$ cat src/hdl/mii_pkg.sv
// constants for the media-independent pin interface block
package mii_pkg;
	localparam int          NIB_W             = 4;
	localparam int          CLK_PERIOD_NS     = 10;
	localparam int          MDC_MIN_PHASE_NS  = 160;
	localparam int          MDC_MIN_PERIOD_NS = 400;
	localparam int          MDC_PHASE_CYC     = (MDC_MIN_PHASE_NS + CLK_PERIOD_NS - 1) / CLK_PERIOD_NS;
	localparam int          MDC_PERHALF_CYC   = (MDC_MIN_PERIOD_NS + 2 * CLK_PERIOD_NS - 1)
	                                            / (2 * CLK_PERIOD_NS);
	localparam int          MDC_HALF_CYC      = (MDC_PHASE_CYC > MDC_PERHALF_CYC) ?
	                                            MDC_PHASE_CYC : MDC_PERHALF_CYC;
	localparam logic [3:0]  TXD_RST           = 4'h0;
	localparam logic [1:0]  SER_LAST_BIT      = 2'h3;
	localparam int          SYNC_W            = 11;
	// link clock bits reset high so a pin already high after reset gives no false rise
	localparam logic [10:0] SYNC_RST          = 11'h600;
	typedef enum logic { MII_TX_IDLE, MII_TX_SEND } mii_tx_st_t;
endpackage : mii_pkg

$ cat src/hdl/mii_mac_pins.sv
// mac side of the nibble/serial pin interface with management clock
//
// Notes on behaviour
// - transmit enable follows transmit clock, high from first nibble through last.
// - transmit enable drops just after the transmit clock rise that follows the last nibble.
// - one nibble per transmit clock while enabled; data quiet otherwise.
// - serial mode sends frame bits on data bit 0 only.
// - capture one nibble per receive clock while valid; ignore data otherwise.
// - receive error during a frame marks that frame as bad.
// - receive error is ignored while receive valid is low.
// - serial mode receives frame bits from data bit 0, qualified by valid.
// - carrier sense is asynchronous and is synchronised before use.
// - collision is ignored in full-duplex mode.
// - collision is asynchronous and is resynchronised internally.
// - the mac generates the management clock itself.
// - management clock phases at least 160 ns, period at least 400 ns.
// - mac drives management data at the clock's fall; reads at its rise.
`timescale 1ns/1ps
`default_nettype none
module mii_mac_pins
	import mii_pkg::*;
#(
	parameter int MDC_HALF = mii_pkg::MDC_HALF_CYC
) (
	input  wire logic                     clk,
	input  wire logic                     nrst,
	input  wire logic                     serial_mode,
	input  wire logic                     full_duplex,
	input  wire logic                     tx_clk,
	output logic                          tx_en,
	output logic [mii_pkg::NIB_W-1:0]     txd,
	input  wire logic                     rx_clk,
	input  wire logic                     rx_dv,
	input  wire logic                     rx_er,
	input  wire logic [mii_pkg::NIB_W-1:0] rxd,
	input  wire logic                     crs,
	input  wire logic                     col,
	output logic                          mdc,
	input  wire logic                     mdio_in,
	output logic                          mdio_out,
	output logic                          mdio_oe_n,
	input  wire logic                     in_valid,
	output logic                          in_ready,
	input  wire logic [mii_pkg::NIB_W-1:0] in_data,
	output logic                          out_valid,
	output logic [mii_pkg::NIB_W-1:0]     out_data,
	output logic                          out_end,
	output logic                          out_bad,
	output logic                          carrier,
	output logic                          collision,
	input  wire logic                     mgmt_run,
	input  wire logic                     mgmt_drive,
	input  wire logic                     mgmt_tx_bit,
	output logic                          mgmt_rx_bit,
	output logic                          mgmt_rx_stb
);
	import mii_pkg::*;

	////////////////////////////////////////////////////////////////////////////////
	// synchronisers: first stage feeds only the second
	logic [SYNC_W-1:0] meta;
	logic [SYNC_W-1:0] sync;
	logic              tx_clk_d;
	logic              rx_clk_d;
	always_ff @(posedge clk or negedge nrst) begin
		if (!nrst) begin
			meta     <= SYNC_RST;
			sync     <= SYNC_RST;
			tx_clk_d <= 1'b1;
			rx_clk_d <= 1'b1;
		end else begin
			meta     <= {tx_clk, rx_clk, rx_dv, rx_er, rxd, crs, col, mdio_in};
			sync     <= meta;
			tx_clk_d <= sync[10];
			rx_clk_d <= sync[9];
		end
	end
	logic                  tx_rise;
	logic                  rx_rise;
	logic                  dv_s;
	logic                  er_s;
	logic [NIB_W-1:0]      rxd_s;
	logic                  mdio_s;
	assign tx_rise = sync[10] & ~tx_clk_d;
	assign rx_rise = sync[9] & ~rx_clk_d;
	assign dv_s    = sync[8];
	assign er_s    = sync[7];
	assign rxd_s   = sync[6:3];
	assign mdio_s  = sync[0];
	assign carrier = sync[2];
	a_crs_sync: assert property (@(posedge clk) disable iff (!nrst)
		$rose(carrier) |-> $past(crs, 2)) else $error("carrier skipped synchroniser");

	////////////////////////////////////////////////////////////////////////////////
	// two-entry transmit buffer; in_ready stalls the source when full
	logic [NIB_W-1:0] buf_mem [2];
	logic             wr_ptr;
	logic             rd_ptr;
	logic [1:0]       buf_cnt;
	logic             pop;
	logic             push;
	logic             buf_valid;
	assign buf_valid = (buf_cnt != 2'h0);
	assign in_ready  = (buf_cnt != 2'h2);
	assign push      = in_valid & in_ready;
	always_ff @(posedge clk or negedge nrst) begin
		if (!nrst) begin
			wr_ptr  <= 1'b0;
			rd_ptr  <= 1'b0;
			buf_cnt <= 2'h0;
		end else begin
			wr_ptr  <= wr_ptr ^ push;
			rd_ptr  <= rd_ptr ^ pop;
			buf_cnt <= buf_cnt + {1'b0, push} - {1'b0, pop};
		end
	end
	always_ff @(posedge clk) begin
		if (push) begin
			buf_mem[wr_ptr] <= in_data;
		end
	end

	////////////////////////////////////////////////////////////////////////////////
	// mode latch and collision gate
	logic ser;
	logic next_ser;
	logic next_collision;
	logic rx_act;
	always_comb begin
		// mode taken only while both paths idle and no frame can start
		next_ser = (!tx_en && !rx_act && !tx_rise && !rx_rise) ? serial_mode : ser;
		// synchronised collision, masked in full duplex
		next_collision = sync[1] & ~full_duplex;
	end
	always_ff @(posedge clk or negedge nrst) begin
		if (!nrst) begin
			ser       <= 1'b0;
			collision <= 1'b0;
		end else begin
			ser       <= next_ser;
			collision <= next_collision;
		end
	end
	a_col_fdx: assert property (@(posedge clk) disable iff (!nrst)
		full_duplex |=> !collision) else $error("collision seen in full duplex");

	////////////////////////////////////////////////////////////////////////////////
	// transmit: outputs change just after the detected rise of the link clock
	mii_tx_st_t       tx_st;
	mii_tx_st_t       next_tx_st;
	logic             next_tx_en;
	logic [NIB_W-1:0] next_txd;
	logic [NIB_W-1:0] tx_sh;
	logic [NIB_W-1:0] next_tx_sh;
	logic [1:0]       tx_bits;
	logic [1:0]       next_tx_bits;
	always_comb begin
		next_tx_st   = tx_st;
		next_tx_en   = tx_en;
		next_txd     = txd;
		next_tx_sh   = tx_sh;
		next_tx_bits = tx_bits;
		pop          = 1'b0;
		if (tx_rise) begin
			if (tx_st == MII_TX_SEND && ser && tx_bits != 2'h0) begin
				// remaining bits of the nibble on bit 0
				next_txd     = {3'h0, tx_sh[0]};
				next_tx_sh   = tx_sh >> 1;
				next_tx_bits = tx_bits - 2'h1;
			end else if (buf_valid) begin
				// enable rises with the first nibble
				pop          = 1'b1;
				next_tx_st   = MII_TX_SEND;
				next_tx_en   = 1'b1;
				next_txd     = ser ? {3'h0, buf_mem[rd_ptr][0]} : buf_mem[rd_ptr];
				next_tx_sh   = buf_mem[rd_ptr] >> 1;
				next_tx_bits = ser ? SER_LAST_BIT : 2'h0;
			end else begin
				// no data left: frame ends at this edge
				next_tx_st = MII_TX_IDLE;
				next_tx_en = 1'b0;
				next_txd   = TXD_RST;
			end
		end
	end
	always_ff @(posedge clk or negedge nrst) begin
		if (!nrst) begin
			tx_st   <= MII_TX_IDLE;
			tx_en   <= 1'b0;
			txd     <= TXD_RST;
			tx_sh   <= '0;
			tx_bits <= 2'h0;
		end else begin
			tx_st   <= next_tx_st;
			tx_en   <= next_tx_en;
			txd     <= next_txd;
			tx_sh   <= next_tx_sh;
			tx_bits <= next_tx_bits;
		end
	end
	a_tx_en_edge: assert property (@(posedge clk) disable iff (!nrst)
		$changed(tx_en) |-> $past(tx_rise)) else $error("tx_en moved off a tx clock edge");
	a_tx_end_drop: assert property (@(posedge clk) disable iff (!nrst)
		tx_rise && !buf_valid && !(tx_st == MII_TX_SEND && ser && tx_bits != 2'h0) |=> !tx_en)
		else $error("tx_en held after last nibble");
	a_txd_quiet: assert property (@(posedge clk) disable iff (!nrst)
		!tx_en |-> txd == TXD_RST) else $error("txd active without tx_en");
	a_serial_bit0: assert property (@(posedge clk) disable iff (!nrst)
		ser && tx_en |-> txd[3:1] == 3'h0) else $error("serial mode used upper txd bits");

	////////////////////////////////////////////////////////////////////////////////
	// receive: the phy cannot be stalled, so nibbles leave as one-cycle pulses
	logic             rx_err;
	logic             next_rx_err;
	logic             next_rx_act;
	logic [NIB_W-1:0] rx_sh;
	logic [NIB_W-1:0] next_rx_sh;
	logic [1:0]       rx_bits;
	logic [1:0]       next_rx_bits;
	logic             next_out_valid;
	logic [NIB_W-1:0] next_out_data;
	logic             next_out_end;
	logic             next_out_bad;
	always_comb begin
		next_rx_err    = rx_err;
		next_rx_act    = rx_act;
		next_rx_sh     = rx_sh;
		next_rx_bits   = rx_bits;
		next_out_valid = 1'b0;
		next_out_data  = out_data;
		next_out_end   = 1'b0;
		next_out_bad   = out_bad;
		if (rx_rise) begin
			if (dv_s) begin
				next_rx_act = 1'b1;
				if (er_s) begin
					next_rx_err = 1'b1;
				end
				if (ser) begin
					next_rx_sh   = {rxd_s[0], rx_sh[3:1]};
					next_rx_bits = rx_bits + 2'h1;
					if (rx_bits == SER_LAST_BIT) begin
						next_out_valid = 1'b1;
						next_out_data  = {rxd_s[0], rx_sh[3:1]};
					end
				end else begin
					next_out_valid = 1'b1;
					next_out_data  = rxd_s;
				end
			end else if (rx_act) begin
				// error not sampled outside the frame
				next_out_end = 1'b1;
				next_out_bad = rx_err;
				next_rx_err  = 1'b0;
				next_rx_act  = 1'b0;
				next_rx_bits = 2'h0;
			end
		end
	end
	always_ff @(posedge clk or negedge nrst) begin
		if (!nrst) begin
			rx_err    <= 1'b0;
			rx_act    <= 1'b0;
			rx_sh     <= '0;
			rx_bits   <= 2'h0;
			out_valid <= 1'b0;
			out_data  <= '0;
			out_end   <= 1'b0;
			out_bad   <= 1'b0;
		end else begin
			rx_err    <= next_rx_err;
			rx_act    <= next_rx_act;
			rx_sh     <= next_rx_sh;
			rx_bits   <= next_rx_bits;
			out_valid <= next_out_valid;
			out_data  <= next_out_data;
			out_end   <= next_out_end;
			out_bad   <= next_out_bad;
		end
	end
	a_rx_capture: assert property (@(posedge clk) disable iff (!nrst)
		!ser && rx_rise && dv_s |=> out_valid && out_data == $past(rxd_s))
		else $error("nibble not captured");
	a_rx_err_mark: assert property (@(posedge clk) disable iff (!nrst)
		rx_rise && dv_s && er_s |=> rx_err) else $error("receive error not latched");
	a_rx_err_idle: assert property (@(posedge clk) disable iff (!nrst)
		rx_rise && !dv_s |=> !rx_err) else $error("receive error kept outside frame");

	////////////////////////////////////////////////////////////////////////////////
	// management clock; a stop waits for the low phase so no short pulse escapes
	logic [15:0] mdc_cnt;
	logic [15:0] next_mdc_cnt;
	logic        next_mdc;
	logic        next_mdio_out;
	logic        next_mdio_oe_n;
	logic        next_mgmt_rx_bit;
	logic        next_mgmt_rx_stb;
	logic        mdc_flip;
	always_comb begin
		// each phase lasts MDC_HALF cycles at least
		mdc_flip         = (mdc_cnt >= 16'(MDC_HALF - 1)) && (mgmt_run || mdc);
		next_mdc_cnt     = mdc_flip ? 16'h0000 :
		                   ((mdc_cnt >= 16'(MDC_HALF - 1)) ? mdc_cnt : mdc_cnt + 16'h0001);
		next_mdc         = mdc ^ mdc_flip;
		next_mdio_out    = mdio_out;
		next_mdio_oe_n   = mdio_oe_n;
		next_mgmt_rx_bit = mgmt_rx_bit;
		next_mgmt_rx_stb = 1'b0;
		// drive at fall, sample at rise
		if (mdc_flip && mdc) begin
			next_mdio_out  = mgmt_tx_bit;
			next_mdio_oe_n = ~mgmt_drive;
		end else if (mdc_flip) begin
			next_mgmt_rx_bit = mdio_s;
			next_mgmt_rx_stb = 1'b1;
		end
	end
	always_ff @(posedge clk or negedge nrst) begin
		if (!nrst) begin
			mdc_cnt     <= 16'h0000;
			mdc         <= 1'b0;
			mdio_out    <= 1'b0;
			mdio_oe_n   <= 1'b1;
			mgmt_rx_bit <= 1'b0;
			mgmt_rx_stb <= 1'b0;
		end else begin
			mdc_cnt     <= next_mdc_cnt;
			mdc         <= next_mdc;
			mdio_out    <= next_mdio_out;
			mdio_oe_n   <= next_mdio_oe_n;
			mgmt_rx_bit <= next_mgmt_rx_bit;
			mgmt_rx_stb <= next_mgmt_rx_stb;
		end
	end
	a_mdc_phase: assert property (@(posedge clk) disable iff (!nrst)
		$changed(mdc) |-> $past(mdc_cnt) >= 16'(MDC_HALF - 1)) else $error("mdc phase too short");
	a_mdio_fall: assert property (@(posedge clk) disable iff (!nrst)
		$changed(mdio_out) |-> $past(mdc) && !mdc) else $error("mdio changed off mdc fall");
endmodule : mii_mac_pins
`default_nettype wire

$ cat config.mk
export PLATFORM = sky130hd
export DESIGN_NAME = mii_mac_pins
export DESIGN_NICKNAME = d
export VERILOG_FILES = /design/src/hdl/mii_pkg.sv /design/src/hdl/mii_mac_pins.sv
export SDC_FILE = /design/constraint.sdc
export NUM_CORES = 1
export LEC_CHECK = 0
export BUFFER_PORTS_ARGS = -buffer_cell sky130_fd_sc_hd__buf_4
export CAP_MARGIN = 20
export CORE_MARGIN = 2
export CORE_UTILIZATION = 56
export DETAILED_ROUTE_END_ITERATION = 8
export GPL_TIMING_DRIVEN = 0
export HOLD_SLACK_MARGIN = 0.06
export PLACE_DENSITY = 0.78
export SYNTH_ARGS = -nofsm -noshare
export SYNTH_HDL_FRONTEND = slang
export SYNTH_SLANG_ARGS = --single-unit
$ cat constraint.sdc
create_clock -name clk -period 2.9 [get_ports clk]
set_clock_uncertainty 0.1 [all_clocks]
set_input_delay 0.58 -clock clk [delete_from_list [all_inputs] [get_ports clk]]
set_output_delay 0.58 -clock clk [all_outputs]
set_load 0.05 [all_outputs]
==> metrics.txt, run 1 <==
Slew Viols, Final=0; Synth Warn #=0; Final setup viols=0; Sink Count=83; total I/O pin count=43; Slew HR=40.58%; Final HPWL DP=3101 µm; die width=78.11 µm; Overall Global Routing Usage=17.34%; Clock Tree Buf Depth=2; Via density=5.023; Vias=1753; clock slew at reported path FFs=0.08 ns; busiest layer in global routing=met1; Fmax=445.4 MHz; Setup Fix Bufs, Post-CTS=0; total power=3.911 mW; CTS resizes=0; Avg Cell Area, Syn=13.92 µm²; Final TNS setup=0 ns; max cap viols=0; GR Layer Usage met2=24.22%; RSZ-0062 raised after global routing=no; post-route antenna net violation count=0; Syn Std Cell Area=3075 µm²; CP arrival=2.42 ns; Nets=306; area grow syn2layout=21.40%; CTS tree=built; multi-input logic area=875.8 µm²; Final Hold Viols=0; Crit Path Class=reg -> reg; Power Density=1048 nW/µm²; GR Util met3=5.517%; Synth Flop Type=dfrtp_1; drc violations=0; Worst Tran Pin Value=0.8913 ns; post-synthesis sequential area ratio=69.12%; Inserted Clock Buffers=9; first-pass GRT wire length=7935 µm; Critical Path Sink Type=register; Reg area=2126 µm²; Pre-Repair DR Iteration Count=4; # port buffers=42; final worst path period need=2.245 ns; post-synth cell types=39; die footprint=6100 µm²; vias in the first global route=1693; Routed Wire Length=4654 µm; #FFs+latches synth=83; core area=5205 µm²; met1 Use GR=24.42%; H-tree Lvls=3; outcome=finished, final reports clean; Syn Inst Count=221; asr flop ratio synth=90.36%; hold buffer count at CTS=0; share of cells above drive strength 1=29.03%; CP max FO=6; P_leak=1.806 nW; Initial Util=59.09%; initial drt markers=130; WP data required=3.07 ns; Peak VDD IR=0.5290 mV; syn_nets=253; fillers=368; diode count=0; routed len/inst=13.34 µm; CP Launch Type=register; Hold Crit Class=in -> reg; num rows=26; largest net degree at the start of global routing=76; number of synthesized flops with an enable pin=8; clk root buf=clkbuf_8; final period utilization=77.42%; aggregate global routing overflow=0; DIE HEIGHT=78.11 µm; routability cong.=0.7505; Worst-Skew Late Latency=0.35 ns; initial antenna violation count=0
cells by family (layout without fill, tap and decap cells):
logic type                 count (synthesis)  count (layout)  share of synthesized area [%]
DFF                                       83              83                          69.12
and+or+nand+nor                           57              57                          9.805
AOI/OAI and AO/OA                         27              27                          6.346
muxes                                     21              21                          7.242
buffers and inverters                     19              77                          2.400
adders and majority gates                  9               9                          3.662
xor gates and xnor gates                   5               5                          1.424
flip-flops by register name (all words and copies together) (netlist names), 2 cells and up:
register and flops:
mdc_cnt 16, meta 11, sync 11, buf_mem 8, out_data 4, txd 4, rx_sh 3, tx_sh 3
buf_cnt 2, rx_bits 2, tx_bits 2
critical path, stage by stage (launching register included):
cell     delay [ns]
dfstp_2        0.55
nor2b_2        0.25
o21ai_1        0.24
nor2_2         0.29
ha_1           0.28
inv_1          0.05
ha_1           0.14
xnor2_1        0.13
xnor2_1        0.14
cells in the final DEF (no fill, tap or decap), types with 3 or more instances in the layout:
cell type / netlist / layout
clkbuf_8: 0 / 9
mux2_2: 10 / 10
nand2b_1: 3 / 3
o21ai_0: 9 / 9
nand2_1: 15 / 15
xnor2_1: 3 / 3
dfrtp_1: 68 / 68
and2_1: 9 / 9
clkbuf_1: 3 / 4
nor4_1: 3 / 3
bufinv_16: 0 / 4
a22o_1: 4 / 4
ha_1: 9 / 9
inv_1: 14 / 14
nand3_1: 6 / 6
nor2_1: 9 / 9
dfstp_2: 7 / 7
mux2i_1: 11 / 11
buf_4: 0 / 42
edfxtp_1: 8 / 8
report_power, final:
group          total (mW)  leakage (nW)  internal (mW)  switching (mW)
clock                1.05         0.126          0.654           0.397
combinational        1.21         0.685          0.471           0.736
sequential           1.65         0.995           1.46           0.192
cell type report:
type	instances	area share [%]
clock inverter	6	3.418
buffer	5	0.5697
timing repair buffer	42	8.445
sequential	83	56.94
clock buffer	10	3.418
inverter	14	1.408
tap	70	2.346
multi-input combinational	119	23.46
metrics by stage:
step                      setup WS, ns  hold WS, ns  instance area, µm²  utilization (%)  std cells
after global routing            0.4911       0.2146                3734            71.73        349
after detailed placement        0.6799       0.2347                3478            66.83        333
after global placement          0.6970       0.2317                3478            66.83        333
after floorplan                 0.8425       0.1844                3075                -        221
final                           0.6549       0.2296                3734            71.73        349
after CTS                       0.6412       0.2210                3734            71.73        349
synthesized netlist by cell type (4+ instances only):
cell	number	area, µm²
a22o_1	4	35.03
and2_1	9	56.30
dfrtp_1	68	1702
dfstp_2	7	183.9
edfxtp_1	8	240.2
ha_1	9	112.6
inv_1	14	52.55
mux2_2	10	112.6
mux2i_1	11	110.1
nand2_1	15	56.30
nand3_1	6	30.03
nor2_1	9	33.78
o21ai_0	9	45.04
worst paths after layout:
check                           slack, ns                 endpoint  cells past startpoint               start
worst max-delay path                 0.65     buf_cnt[1]$_DFF_PN0_                      8  sync[10]$_DFF_PN1_
worst min-delay path                 0.23        meta[1]$_DFF_PN0_                      1                 col
min in group asynchronous            0.24     tx_sh[0]$_DFFE_PN0P_                      1                nrst
worst max register to register       0.65     buf_cnt[1]$_DFF_PN0_                      8  sync[10]$_DFF_PN1_
worst min register to register       0.25        sync[6]$_DFF_PN0_                      0   meta[6]$_DFF_PN0_
max in group asynchronous            1.87  mdc_cnt[15]$_DFFE_PN0P_                      1                nrst
layer usage:
layer | vias to the layer above | share of wire (%)
met3 | 10 | 4.6
met2 | 39 | 46
met4 | 0 | 2.0
met5 | - | 0
met1 | 844 | 47
li1 | 860 | -
Note: power is estimated with default switching activity, not from simulation.
==> inputs of run 2 (changes only) <==
clock period = 2.3 ns   (was 2.9 ns; I/O delays follow)
==> run 2 against run 1 <==
Against the previous run:
- non-clock buffer count stayed put
- die area stayed put
- clock power is 26% higher
- routed wire length is 0.15% lower
- worst setup slack worse by 0.46 ns
- count of clock-buffer cells in the layout stayed put
- sequential cell count stayed put
- critical path depth stayed put
- cell area is 0.23% higher
- maximum frequency is 6.8% higher
- sequential power is 27% higher
- cell count stayed put
==> metrics.txt, run 2 (synthesis gave the netlist of run 1 again) <==
Routed Wire Length=4647 µm; routability cong.=0.7505; Most flops, register=mdc_cnt; final worst slack=0.1988 ns; Worst R2R End=buf_cnt[1]$_DFF_PN0_; RSZ-0062 raised after global routing=no; Final TNS setup=0 ns; share of cells above drive strength 1=29.39%; clk root buf=clkbuf_8; DIE HEIGHT=78.11 µm; H-tree Lvls=3; Internal=3.265 mW; Sequential Power Share=42.3%; final worst path period need=2.101 ns; num rows=26; Sink Count=83; Worst Hold End=meta[1]$_DFF_PN0_; Worst path top cell family by delay=flip-flops; diode count=0; outcome=finished, final reports clean; Final Hold Viols=0; clock slew at reported path FFs=0.08 ns; max cap viols=0; area grow syn2layout=21.68%; most common cell after layout, fill and taps aside=dfrtp_1; post-route antenna net violation count=0; hold buffer count at CTS=0; Top Registers=mdc_cnt (16), meta (11), sync (11); slowest stage cell, crit path=dfstp_2; Slew Viols, Final=0; Final setup viols=0; Power Density=1321 nW/µm²; CTS tree=built; Worst Tran Pin Value=0.8850 ns; CP arrival=2.27 ns; aggregate global routing overflow=0; Critical Path Sink Type=register; Vias=1765; Final HPWL DP=3101 µm; core area=5205 µm²; Peak VDD IR=0.6684 mV; CP peak stage delay=0.55 ns; die footprint=6100 µm²; Slew HR=41.00%; Initial Util=59.09%; Clock Tree Buf Depth=2; Hold Crit Class=in -> reg; Comb pwr share=31.0%; worst hold start=col; # port buffers=42; Pre-Repair DR Iteration Count=4; R2R cell count=8; first-pass GRT wire length=7935 µm; power share of the clock group=26.7%; Hold Crit Depth=1; largest net degree at the start of global routing=76; Overall Global Routing Usage=17.34%; WP buf/inv=1; initial antenna violation count=0; routed len/inst=13.32 µm; CP max FO=6; Nets=306; die width=78.11 µm; Via density=5.057; CTS resizes=0; worst r2r src=sync[10]$_DFF_PN1_; worst-path cell chain=nor2b_2, o21ai_2, nor2_4, ha_1, inv_1, ha_1, xnor2_1, xnor2_1; DP Worst Slack=0.07987 ns; drc violations=0; Setup Fix Bufs, Post-CTS=0; vias in the first global route=1693; fillers=367; total I/O pin count=43; Largest register FFs=16; Inserted Clock Buffers=9; most frequent cells in the layout=dfrtp_1, buf_4, nand2_1, inv_1, mux2i_1; NetSw=1.680 mW; final period utilization=91.36%; initial drt markers=136; Crit Path Class=reg -> reg; P_leak=1.807 nW; Worst-Skew Late Latency=0.35 ns; sw frac=33.97%; Fmax=475.9 MHz; CP Launch Type=register; WP data required=2.47 ns; r2r setup slk=0.20 ns
run 2: stage by stage:
step	hold slack, ns	utilization (%)	area, µm²	std cells	total power [mW]
after detailed placement	0.2347	66.83	3478	333	3.647
after CTS	0.1010	71.73	3734	349	4.968
after global placement	0.2317	66.83	3478	333	3.587
final	0.1139	71.90	3742	349	4.944
after floorplan	0.06441	-	3075	221	3.204
after global routing	0.09457	71.90	3742	349	5.215
run 2: power by group through the flow:
stage	Combinational (mW)	Clock (mW)	Sequential, mW
detailed placement	1.53	0	2.11
finish	1.53	1.32	2.09
global placement	1.49	0	2.09
global route	1.67	1.41	2.14
CTS	1.54	1.34	2.09
floorplan	0.741	0	2.46
run 2: worst max-delay path by stage:
| stage | from | to | slack (ns) | cells after the start |
|---|---|---|---|---|
| 2_1_floorplan | tx_st$_DFFE_PN0P_ | buf_cnt[1]$_DFF_PN0_ | 0.24 | 7 |
| 3_3_place_gp | sync[10]$_DFF_PN1_ | buf_cnt[1]$_DFF_PN0_ | 0.12 | 8 |
| 3_5_place_dp | sync[10]$_DFF_PN1_ | buf_cnt[1]$_DFF_PN0_ | 0.08 | 8 |
| 4_1_cts | sync[10]$_DFF_PN1_ | buf_cnt[1]$_DFF_PN0_ | 0.04 | 8 |
| 5_1_grt | sync[10]$_DFF_PN1_ | buf_cnt[1]$_DFF_PN0_ | 0.08 | 8 |
| 6_report | sync[10]$_DFF_PN1_ | buf_cnt[1]$_DFF_PN0_ | 0.20 | 8 |
run 2: area by class of cell:
type / count / area (µm²) / area share, %
multi-input combinational: 119 / 884.6 / 23.64
clock buffer: 10 / 127.6 / 3.410
clock inverter: 6 / 127.6 / 3.410
timing repair buffer: 42 / 315.3 / 8.425
tap: 70 / 87.58 / 2.340
buffer: 5 / 21.27 / 0.5684
sequential: 83 / 2126 / 56.80
inverter: 14 / 52.55 / 1.404
run 2: worst reg2reg max path, cell delays in order (launching register included):
cell     delay, ns
dfstp_2       0.55
nor2b_2       0.28
o21ai_2       0.19
nor2_4        0.20
ha_1          0.25
inv_1         0.05
ha_1          0.14
xnor2_1       0.13
xnor2_1       0.14
run 2: per-layer routing:
| layer | vias to the layer above | wire length (µm) | GRT usage (%) |
|---|---|---|---|
| met5 | - | 0 | 0 |
| met4 | 0 | 92 | 9.123 |
| met3 | 9 | 196 | 5.517 |
| met2 | 43 | 2147 | 24.22 |
| met1 | 852 | 2210 | 24.42 |
| li1 | 861 | - | - |
